## config.mk

```make
export PLATFORM = sky130hd
export DESIGN_NAME = hsps_top
export DESIGN_NICKNAME = d
export VERILOG_FILES = /design/src/common/hsps_pkg.sv /design/src/rtl/hsps_sync.sv /design/src/rtl/hsps_filt.sv /design/src/rtl/hsps_top.sv
export VERILOG_INCLUDE_DIRS = /design/src /design/src/common
export SDC_FILE = /design/constraint.sdc
export NUM_CORES = 1
export LEC_CHECK = 0
export BUFFER_PORTS_ARGS = -buffer_cell sky130_fd_sc_hd__buf_2
export CAP_MARGIN = 20
export CORE_AREA = 5 5 145 147
export DETAILED_ROUTE_END_ITERATION = 10
export DIE_AREA = 0 0 150 152
export GPL_TIMING_DRIVEN = 0
export PLACE_DENSITY = 0.65
export RECOVER_POWER = 25
export SYNTH_ARGS = -nofsm -noshare
export SYNTH_HDL_FRONTEND = slang
export SYNTH_SLANG_ARGS = --single-unit
```

## constraint.sdc

```tcl
create_clock -name clock_i -period 7.68 [get_ports clock_i]
set_input_delay 0.384 -clock clock_i [delete_from_list [all_inputs] [get_ports clock_i]]
set_output_delay 0.384 -clock clock_i [all_outputs]
set_load 0.1 [all_outputs]
```

## src/common/hsps_regs.svh

```systemverilog
// timing figures, register offsets, field positions and reset values
`ifndef HSPS_REGS_SVH
`define HSPS_REGS_SVH
`define HSPS_CLK_MHZ       125
`define HSPS_US_CYC        (`HSPS_CLK_MHZ * 1)
`define HSPS_MS_US         1000
`define HSPS_UV_FILT_MS    1.0
`define HSPS_OV_FILT_MS    1.0
`define HSPS_DIS_FILT_MS   1.0
`define HSPS_SC_MAX_US     10
`define HSPS_OC_FILT_US    100
`define HSPS_OC_REG_MS     3.0
`define HSPS_PG_DLY_MS     28
`define HSPS_OT_FILT_US    12
`define HSPS_TMR_DEF_MS    200
`define HSPS_TMR_MIN_MS    100
`define HSPS_TMR_MAX_MS    1000
`define HSPS_RETRY_MAX     10
`define HSPS_UV_FILT_US    ($rtoi(`HSPS_UV_FILT_MS * 1000.0))
`define HSPS_OV_FILT_US    ($rtoi(`HSPS_OV_FILT_MS * 1000.0))
`define HSPS_DIS_FILT_US   ($rtoi(`HSPS_DIS_FILT_MS * 1000.0))
`define HSPS_OC_REG_US     ($rtoi(`HSPS_OC_REG_MS * 1000.0))
`define HSPS_PG_DLY_US     (`HSPS_PG_DLY_MS * 1000)
`define HSPS_SC_MAX_CYC    (`HSPS_SC_MAX_US * `HSPS_US_CYC)
`define HSPS_OFS_CTRL      4'h0
`define HSPS_OFS_STAT      4'h4
`define HSPS_OFS_TMR       4'h8
`define HSPS_CTRL_SOFTDIS  0
`define HSPS_CTRL_RST      32'h0000_0000
`define HSPS_STAT_STATE    0
`define HSPS_STAT_RETRY    4
`define HSPS_STAT_UV       8
`define HSPS_STAT_OV       9
`define HSPS_STAT_OT       10
`define HSPS_STAT_DIS      11
`define HSPS_STAT_OC       12
`define HSPS_STAT_PG       13
`endif

```

## src/common/hsps_pkg.sv

```systemverilog
// shared types of the hot swap sequencer
package hsps_pkg;
    typedef enum logic [2:0] {
        HSPS_WAIT   = 3'h0,
        HSPS_CHARGE = 3'h1,
        HSPS_PGDLY  = 3'h3,
        HSPS_NORMAL = 3'h2,
        HSPS_OCREG  = 3'h6
    } hsps_state_e;

    typedef struct packed {
        logic oc;
        logic ot;
        logic en;
        logic dis;
        logic ov;
        logic uv;
    } hsps_flt_s;

    typedef struct packed {
        logic       gate_full;
        logic       sc;
        logic       oc;
        logic       ot;
        logic       dis_lo;
        logic       dis_hi;
        logic       ov;
        logic       uv;
    } hsps_raw_s;

    typedef struct packed {
        hsps_state_e state;
        logic [7:0]  us_cnt;
        logic [9:0]  ms_cnt;
        logic [9:0]  tmr;
        logic [15:0] itv;
        logic [3:0]  retry;
        logic        dis;
        logic        ot_prev;
        logic        soft_dis;
        logic        gate;
        logic        chg;
        logic        regl;
        logic        pg;
        logic        pg_n;
        logic        wait_r;
        logic [31:0] rdata;
    } hsps_top_s;
endpackage

```

## src/rtl/hsps_sync.sv

```systemverilog
// two-stage synchroniser for a group of indications
`timescale 1ns/1ns
`default_nettype none
module hsps_sync
    import hsps_pkg::*;
#(
    parameter int W = 8
) (
    input  wire logic         clock_i,
    input  wire logic         reset_i,
    input  wire logic         ce_i,
    input  wire logic [W-1:0] async_i,
    output logic      [W-1:0] sync_o
);
    typedef struct packed {
        logic [W-1:0] s1;
        logic [W-1:0] s2;
    } hsps_sync_s;

    hsps_sync_s s_q;
    hsps_sync_s s_d;

    always_comb begin
        s_d.s1 = async_i;
        s_d.s2 = s_q.s1;
    end

    always_ff @(posedge clock_i) begin
        if (reset_i) begin
            s_q <= '0;
        end else if (ce_i) begin
            s_q <= s_d;
        end
    end

    assign sync_o = s_q.s2;
endmodule
`default_nettype wire

```

## src/rtl/hsps_filt.sv

```systemverilog
// persistence filter: output rises after CNT ticks of steady input
`timescale 1ns/1ns
`default_nettype none
module hsps_filt
    import hsps_pkg::*;
#(
    parameter int CNT = 1000
) (
    input  wire logic clock_i,
    input  wire logic reset_i,
    input  wire logic ce_i,
    input  wire logic tick_i,
    input  wire logic level_i,
    output logic      hit_o
);
    localparam int CW = $clog2(CNT + 1);

    typedef struct packed {
        logic [CW-1:0] cnt;
        logic          hit;
    } hsps_filt_s;

    hsps_filt_s s_q;
    hsps_filt_s s_d;

    if (CNT < 1) begin : g_chk
        $error("hsps_filt: CNT must be at least 1");
    end

    always_comb begin
        s_d = s_q;
        if (!level_i) begin
            s_d.cnt = '0;
        end else if (tick_i && s_q.cnt != CW'(CNT)) begin
            s_d.cnt = s_q.cnt + CW'(1);
        end
        s_d.hit = level_i && (s_d.cnt == CW'(CNT));
    end

    always_ff @(posedge clock_i) begin
        if (reset_i) begin
            s_q <= '0;
        end else if (ce_i) begin
            s_q <= s_d;
        end
    end

    assign hit_o = s_q.hit;
endmodule
`default_nettype wire

```

## src/rtl/hsps_top.sv

```systemverilog
// hot swap protection sequencer with avalon-mm status and control
//
// Design decisions made here: the Avalon-MM interface to the registers and the placing of the registers.
`include "hsps_regs.svh"
`timescale 1ns/1ns
`default_nettype none
module hsps_top
    import hsps_pkg::*;
#(
    parameter int US_CYC  = `HSPS_US_CYC,
    parameter int MS_US   = `HSPS_MS_US,
    parameter int UV_US   = `HSPS_UV_FILT_US,
    parameter int OV_US   = `HSPS_OV_FILT_US,
    parameter int DIS_US  = `HSPS_DIS_FILT_US,
    parameter int OCF_US  = `HSPS_OC_FILT_US,
    parameter int OT_US   = `HSPS_OT_FILT_US,
    parameter int OCR_US  = `HSPS_OC_REG_US,
    parameter int PGD_US  = `HSPS_PG_DLY_US
) (
    input  wire logic        clock_i,
    input  wire logic        reset_i,
    input  wire logic        ce_i,
    input  wire logic        undervolt_sense_i,
    input  wire logic        overvolt_sense_i,
    input  wire logic        disable_above_i,
    input  wire logic        disable_below_i,
    input  wire logic        overtemp_i,
    input  wire logic        overcurrent_i,
    input  wire logic        short_circuit_i,
    input  wire logic        gate_full_i,
    input  wire logic        timer_ext_present_i,
    input  wire logic [9:0]  timer_ext_ms_i,
    input  wire logic [3:0]  avs_address_i,
    input  wire logic        avs_read_i,
    input  wire logic        avs_write_i,
    input  wire logic [3:0]  avs_byteenable_i,
    input  wire logic [31:0] avs_writedata_i,
    output logic      [31:0] avs_readdata_o,
    output logic             avs_waitrequest_o,
    output logic             gate_on_o,
    output logic             charge_limit_sel_o,
    output logic             regulate_o,
    output logic             power_ok_high_o,
    output logic             power_ok_low_n_o
);
    // ****************************************
    // elaboration checks
    // ****************************************
    if (US_CYC < 1 || US_CYC > 255 || MS_US < 1 || MS_US > 1023) begin : g_chk_tb
        $error("hsps_top: time base out of range");
    end
    if (OCR_US > 65535 || PGD_US > 65535) begin : g_chk_itv
        $error("hsps_top: interval exceeds counter");
    end
    if (4 > `HSPS_SC_MAX_CYC) begin : g_chk_sc
        $error("hsps_top: short circuit path too slow");
    end

    function automatic logic [9:0] sel_ms(input logic present, input logic [9:0] val);
        logic [9:0] r;
        r = 10'(`HSPS_TMR_DEF_MS);
        if (present) begin
            r = val;
            if (val < 10'(`HSPS_TMR_MIN_MS)) begin
                r = 10'(`HSPS_TMR_MIN_MS);
            end
            if (val > 10'(`HSPS_TMR_MAX_MS)) begin
                r = 10'(`HSPS_TMR_MAX_MS);
            end
        end
        return r;
    endfunction

    function automatic int flt_cnt(input int i);
        case (i)
            0:       return UV_US;
            1:       return OV_US;
            2:       return DIS_US;
            3:       return DIS_US;
            4:       return OT_US;
            default: return OCF_US;
        endcase
    endfunction

    // ****************************************
    // synchronisers and filters
    // ****************************************
    hsps_top_s  s_q;
    hsps_top_s  s_d;
    hsps_raw_s  raw_a;
    hsps_raw_s  raw_s;
    hsps_flt_s  lvl;
    hsps_flt_s  flt;
    logic       tick_us;
    logic       tick_ms;
    logic       dis_s;
    logic [9:0] tmr_ms;

    assign raw_a = '{gate_full: gate_full_i, sc: short_circuit_i, oc: overcurrent_i,
                     ot: overtemp_i, dis_lo: disable_below_i, dis_hi: disable_above_i,
                     ov: overvolt_sense_i, uv: undervolt_sense_i};

    hsps_sync #(.W($bits(hsps_raw_s))) u_sync (
        .clock_i (clock_i),
        .reset_i (reset_i),
        .ce_i    (ce_i),
        .async_i (raw_a),
        .sync_o  (raw_s)
    );

    assign dis_s = raw_s.dis_hi | raw_s.dis_lo | s_q.soft_dis;
    assign lvl   = '{oc: raw_s.oc, ot: raw_s.ot, en: ~dis_s, dis: dis_s,
                     ov: raw_s.ov, uv: raw_s.uv};

    assign tick_us = (s_q.us_cnt == 8'(US_CYC - 1));
    assign tick_ms = tick_us && (s_q.ms_cnt == 10'(MS_US - 1));
    assign tmr_ms  = sel_ms(timer_ext_present_i, timer_ext_ms_i);

    for (genvar i = 0; i < $bits(hsps_flt_s); i++) begin : g_flt
        hsps_filt #(.CNT(flt_cnt(i))) u_filt (
            .clock_i (clock_i),
            .reset_i (reset_i),
            .ce_i    (ce_i),
            .tick_i  (tick_us),
            .level_i (lvl[i]),
            .hit_o   (flt[i])
        );
    end

    // ****************************************
    // sequencer and register slave
    // ****************************************
    logic start_ok;
    logic acc;
    logic ot_on;
    logic sc_any;

    always_comb begin
        s_d = s_q;
        start_ok = !flt.uv && !flt.ov && !flt.ot && !s_q.dis && !flt.dis;
        acc      = flt.dis && !s_q.dis;
        ot_on    = flt.ot && !s_q.ot_prev;
        sc_any   = raw_s.sc;
        s_d.ot_prev = flt.ot;
        s_d.us_cnt  = tick_us ? 8'h00 : s_q.us_cnt + 8'h01;
        if (tick_us) begin
            s_d.ms_cnt = tick_ms ? 10'h000 : s_q.ms_cnt + 10'h001;
        end
        if (acc) begin
            s_d.dis = 1'b1;
        end else if (flt.en && s_q.dis) begin
            s_d.dis = 1'b0;
        end
        case (s_q.state)
            HSPS_WAIT: begin
                if (acc && s_q.retry > 4'(`HSPS_RETRY_MAX)) begin
                    s_d.retry = 4'h0;
                end else if ((acc || ot_on) && s_q.retry != 4'hF) begin
                    s_d.retry = s_q.retry + 4'h1;
                end
                if (!start_ok) begin
                    s_d.tmr = 10'h000;
                end else if (tick_ms && s_q.tmr != 10'h3FF) begin
                    s_d.tmr = s_q.tmr + 10'h001;
                end
                if (start_ok && s_q.tmr >= tmr_ms && s_q.retry <= 4'(`HSPS_RETRY_MAX)) begin
                    s_d.state = HSPS_CHARGE;
                    s_d.tmr   = 10'h000;
                end
            end
            HSPS_CHARGE: begin
                if (raw_s.gate_full) begin
                    s_d.state = HSPS_PGDLY;
                    s_d.itv   = 16'h0000;
                end
            end
            HSPS_PGDLY: begin
                if (tick_us) begin
                    s_d.itv = s_q.itv + 16'h0001;
                end
                if (s_q.itv >= 16'(PGD_US)) begin
                    s_d.state = HSPS_NORMAL;
                    s_d.retry = 4'h0;
                end
            end
            HSPS_NORMAL: begin
                if (flt.oc || sc_any) begin
                    s_d.state = HSPS_OCREG;
                    s_d.itv   = 16'h0000;
                end
            end
            HSPS_OCREG: begin
                if (tick_us) begin
                    s_d.itv = s_q.itv + 16'h0001;
                end
                if (!raw_s.oc && !sc_any) begin
                    s_d.state = HSPS_NORMAL;
                end else if (s_q.itv >= 16'(OCR_US)) begin
                    s_d.state = HSPS_WAIT;
                    s_d.tmr   = 10'h000;
                end
            end
            default: begin
                s_d.state = HSPS_WAIT;
            end
        endcase
        if (s_q.state != HSPS_WAIT) begin
            if (acc) begin
                s_d.retry = 4'h0;
            end
            if (!start_ok) begin
                s_d.state = HSPS_WAIT;
                s_d.tmr   = 10'h000;
            end
        end
        s_d.gate = (s_d.state != HSPS_WAIT);
        s_d.chg  = (s_d.state == HSPS_CHARGE);
        s_d.regl = (s_d.state == HSPS_OCREG) || (sc_any && s_d.state != HSPS_WAIT);
        s_d.pg   = (s_d.state == HSPS_NORMAL) || (s_d.state == HSPS_OCREG);
        s_d.pg_n = !s_d.pg;
        // one wait cycle per access keeps readdata a registered value
        if ((avs_read_i || avs_write_i) && s_q.wait_r) begin
            s_d.wait_r = 1'b0;
            case (avs_address_i)
                `HSPS_OFS_CTRL: s_d.rdata = {31'h0, s_q.soft_dis};
                `HSPS_OFS_STAT: s_d.rdata = {18'h0, s_q.pg, flt.oc, s_q.dis, flt.ot,
                                             flt.ov, flt.uv, s_q.retry, 1'b0, s_q.state};
                `HSPS_OFS_TMR:  s_d.rdata = {22'h0, tmr_ms};
                default:        s_d.rdata = 32'h0000_0000;
            endcase
        end else begin
            s_d.wait_r = 1'b1;
        end
        if (avs_write_i && !s_q.wait_r && avs_address_i == `HSPS_OFS_CTRL
            && avs_byteenable_i[0]) begin
            s_d.soft_dis = avs_writedata_i[`HSPS_CTRL_SOFTDIS];
        end
    end

    always_ff @(posedge clock_i) begin
        if (reset_i) begin
            s_q        <= '0;
            s_q.state  <= HSPS_WAIT;
            s_q.pg_n   <= 1'b1;
            s_q.wait_r <= 1'b1;
        end else if (ce_i) begin
            s_q <= s_d;
        end
    end

    assign avs_readdata_o     = s_q.rdata;
    assign avs_waitrequest_o  = s_q.wait_r;
    assign gate_on_o          = s_q.gate;
    assign charge_limit_sel_o = s_q.chg;
    assign regulate_o         = s_q.regl;
    assign power_ok_high_o    = s_q.pg;
    assign power_ok_low_n_o   = s_q.pg_n;
endmodule
`default_nettype wire

```

==> load_flow_metrics.sql <==
INSERT INTO impl_metrics (metric_group, metric, value, unit) VALUES
('cells_and_area', 'final_layout_size_suffix_gt1_share', '9.49', '%'),
('sta', 'worstMarginPinSlew', '1.42', 'ns'),
('cts', 'cts-htree-levels', '4', ''),
('sta', 'tns', '0', 'ns'),
('sta', 'setup_repair_after_global_routing_missed_its_margin', 'no', ''),
('grt', 'global_route.overflow_total', '0', ''),
('status', 'run_status', 'finished, final reports clean', ''),
('cells_and_area', 'final_cells', '1451', ''),
('cts', 'tritoncts_num_sinks', '147', ''),
('sta', 'finalCritPeriodShare', '39.0', '%'),
('grt', 'globalRouteTotalUtil', '21.2', '%'),
('logic_synthesis', 'asyncSetResetFlopFracSynth', '0', '%'),
('logic_synthesis', 'netlist_instances', '1088', ''),
('worst_setup_path', 'cp_num_buf_inv', '2', ''),
('logic_synthesis', 'post_synth_xor_area_fraction', '4.59', '%'),
('cts', 'postCtsHoldBufs', '0', ''),
('placed_design', 'finalWeightedCongestion', '0.896', ''),
('floorplan', 'floorplan.io_pins', '102', ''),
('cts', 'max-clock-path-buffers', '2', ''),
('worst_setup_path', 'critical_path.cell_chain', 'clkbuf_1 > or3_1 > a21oi_1 > o31ai_1 > nor2_1 > and2_1 > ha_1 > nand2b_1 > a21oi_1 > o221ai_1 > a21oi_2 > buf_2 > nand4_1 > mux2i_1', ''),
('logic_synthesis', 'synth.top_cells.by_area', 'dfxtp_1 (34%), nor2_1 (6.4%), ha_1 (4.4%), nand2_1 (4.0%), a21oi_1 (3.4%)', ''),
('routing', 'drc_errors', '0', ''),
('logic_synthesis', 'synth_seq_cells', '147', ''),
('routing', 'drt_first_pass_iters', '5', ''),
('placed_design', 'io_buffers', '47', ''),
('cts', 'cts_repair_resize_count', '0', ''),
('floorplan', 'fp.dieW', '150', 'um'),
('sta', 'max_clock_freq', '334', 'MHz'),
('logic_synthesis', 'avgSynthCellArea', '7.90', 'um^2'),
('sta', 'max_slew_margin', '3.89', '%'),
('worst_setup_path', 'critical-path-slowest-cell', 'a21oi_2', ''),
('sta', 'slew_violations', '0', ''),
('logic_synthesis', 'ys_seq_area_share', '34.3', '%'),
('run', 'cap_viol_max_count', '0', ''),
('cts', 'numCtsBuffers', '17', ''),
('power', 'vdd_ir_drop_max', '0.0909', 'mV'),
('placed_design', 'place_area', '9230', 'um^2'),
('logic_synthesis', 'yosys-top-cells-count', 'dfxtp_1 (147), nor2_1 (147), nand2_1 (91)', ''),
('floorplan', 'design.die.area', '22800', 'um^2'),
('placed_design', 'hpwl', '17.5', 'mm'),
('sta', 'timing_hold_violations_final', '0', ''),
('cells_and_area', 'stdcell_area', '9720', 'um^2'),
('floorplan', 'initial_core_util', '43.4', '%'),
('logic_synthesis', 'post_synth_instance_area', '8590', 'um^2'),
('worst_setup_path', 'worstPathRequired', '8.03', 'ns'),
('grt', 'antenna_found_initial', '1', ''),
('cts', 'cts_setup_buffers', '0', ''),
('min_path', 'hold_class', 'in2reg', ''),
('worst_setup_path', 'critical_path.max_stage_delay', '0.43', 'ns'),
('sta', 'finalSetupViolCount', '0', ''),
('placed_design', 'placed_cells_incl_taps', '1422', ''),
('floorplan', 'core_area', '19800', 'um^2'),
('cts', 'insertion_delay', '0.42', 'ns'),
('worst_setup_path', 'worstSetupPathType', 'in2reg', ''),
('worst_setup_path', 'critPathMaxFanout', '10', ''),
('worst_setup_path', 'worst_ep_arrival_time', '3.34', 'ns'),
('logic_synthesis', 'area_share_of_the_largest_cell_type_after_synthesis', '34.3', '%'),
('logic_synthesis', 'synth-adder-area-share', '4.37', '%'),
('grt', 'via_count_of_the_first_global_routing_pass', '7526', ''),
('power', 'pwr_density_cell', '176', 'nW/um^2'),
('routing', 'post_drt_wl_per_cell', '16.7', 'um'),
('floorplan', 'dieHeight', '152', 'um'),
('cells_and_area', 'synthToLayoutAreaGrowth', '13.2', '%'),
('logic_synthesis', 'largest_family_of_logic_cells_by_synthesized_area', 'simple AND/OR/NAND/NOR gates', ''),
('cts', 'clockRootBuffer', 'clkbuf_16', ''),
('floorplan', 'placementRows', '52', ''),
('routing', 'routed-via-count', '8129', ''),
('logic_synthesis', 'yosys.area.top_type', 'dfxtp_1', ''),
('grt', 'grt_first_pass_wirelength', '39.2', 'mm'),
('sta', 'fin_skew', '0.0124', 'ns'),
('grt', 'grt_max_degree', '17', '');
[stage by stage]
stage                     util (%)  setup WS, ns
after detailed placement      46.7          4.25
after global placement        46.7          4.26
after floorplan                  -          4.89
after CTS                     49.3          4.67
final                         49.2          4.68
after global routing          49.2          4.39
[logic make-up after synthesis]
| logic type | after synthesis |
|---|---|
| adders and majority gates | 30 |
| and+or+nand+nor | 466 |
| other | 1 |
| DFF | 147 |
| AOI/OAI and AO/OA | 236 |
| muxes | 37 |
| buffers and inverters | 126 |
| xor gates and xnor gates | 45 |
[cell usage in the layout, fill, tap and decap left out, types with 13 or more instances in the layout]
cell,netlist,layout
a21oi_1,59,59
a22oi_1,34,34
and2_1,14,14
and3_1,17,17
buf_2,5,28
buf_4,32,32
clkbuf_1,48,77
clkbuf_16,0,17
conb_1,1,18
dfxtp_1,147,147
ha_1,30,30
inv_1,35,35
mux2i_1,28,28
nand2_1,91,91
nand2b_1,13,13
nand3_1,53,53
nand4_1,36,36
nor2_1,147,147
nor3_1,29,29
o21ai_0,58,58
xnor2_1,27,27
xor2_1,18,18
[per-layer routing]
metal  GRT usage, %  vias to the layer above  share of wire [%]
met1           29.6                     3791                 46
met2           32.9                      263                 45
li1               -                     4036                  -
met4           7.45                        0                2.6
met3           3.49                       39                6.2
met5              0                        -                  0
[layout make-up]
| type | count | area, um^2 |
|---|---|---|
| timing repair buffer | 47 | 206 |
| antenna | 1 | 2.50 |
| inverter | 36 | 135 |
| sequential | 147 | 2940 |
| tap | 270 | 338 |
| buffer | 90 | 470 |
| multi-input combinational | 832 | 5100 |
| fill | 2029 | 10100 |
| clock buffer | 21 | 440 |
| clock inverter | 7 | 87.6 |
[path summary, 6_finish.rpt]
check / from / end / slack, ns / cells past startpoint
max: timer_ext_ms_i[0] / s_q[68]$_SDFFE_PP0P_ / 4.68 / 14
min: undervolt_sense_i / u_sync.s_d[0]$_SDFFE_PP0P_ / 0.20 / 3
max reg2reg: s_q[81]$_SDFFE_PP0P_ / g_flt[0].u_filt.hit_o$_SDFFE_PP0P_ / 4.75 / 10
min reg2reg: avs_readdata_o[3]$_SDFFE_PP0P_ / avs_readdata_o[3]$_SDFFE_PP0P_ / 0.46 / 2
[flip-flops by register name, summed over array words and instances (netlist names), 6 cells and up]
signal and flops:
g_flt.u_filt.s_q 51, u_sync.s_d 8, u_sync.sync_o 8, g_flt.u_filt.hit_o 6, avs_readdata_o 14, s_q 54
[where the power goes]
| group | switching [mW] | internal, mW | total [mW] |
|---|---|---|---|
| clock | 0.313 | 0.468 | 0.781 |
| sequential | 0.00577 | 0.769 | 0.775 |
| combinational | 0.118 | 0.0365 | 0.155 |
[tightest hold or removal path, delay by kind of cell]
kind / cells / cell delay [ns]
AND/OR/NAND/NOR: 1 / 0.07
buffers and inverters: 1 / 0.07
multiplexers: 1 / 0.06
Note: power is estimated with default switching activity, not from simulation.
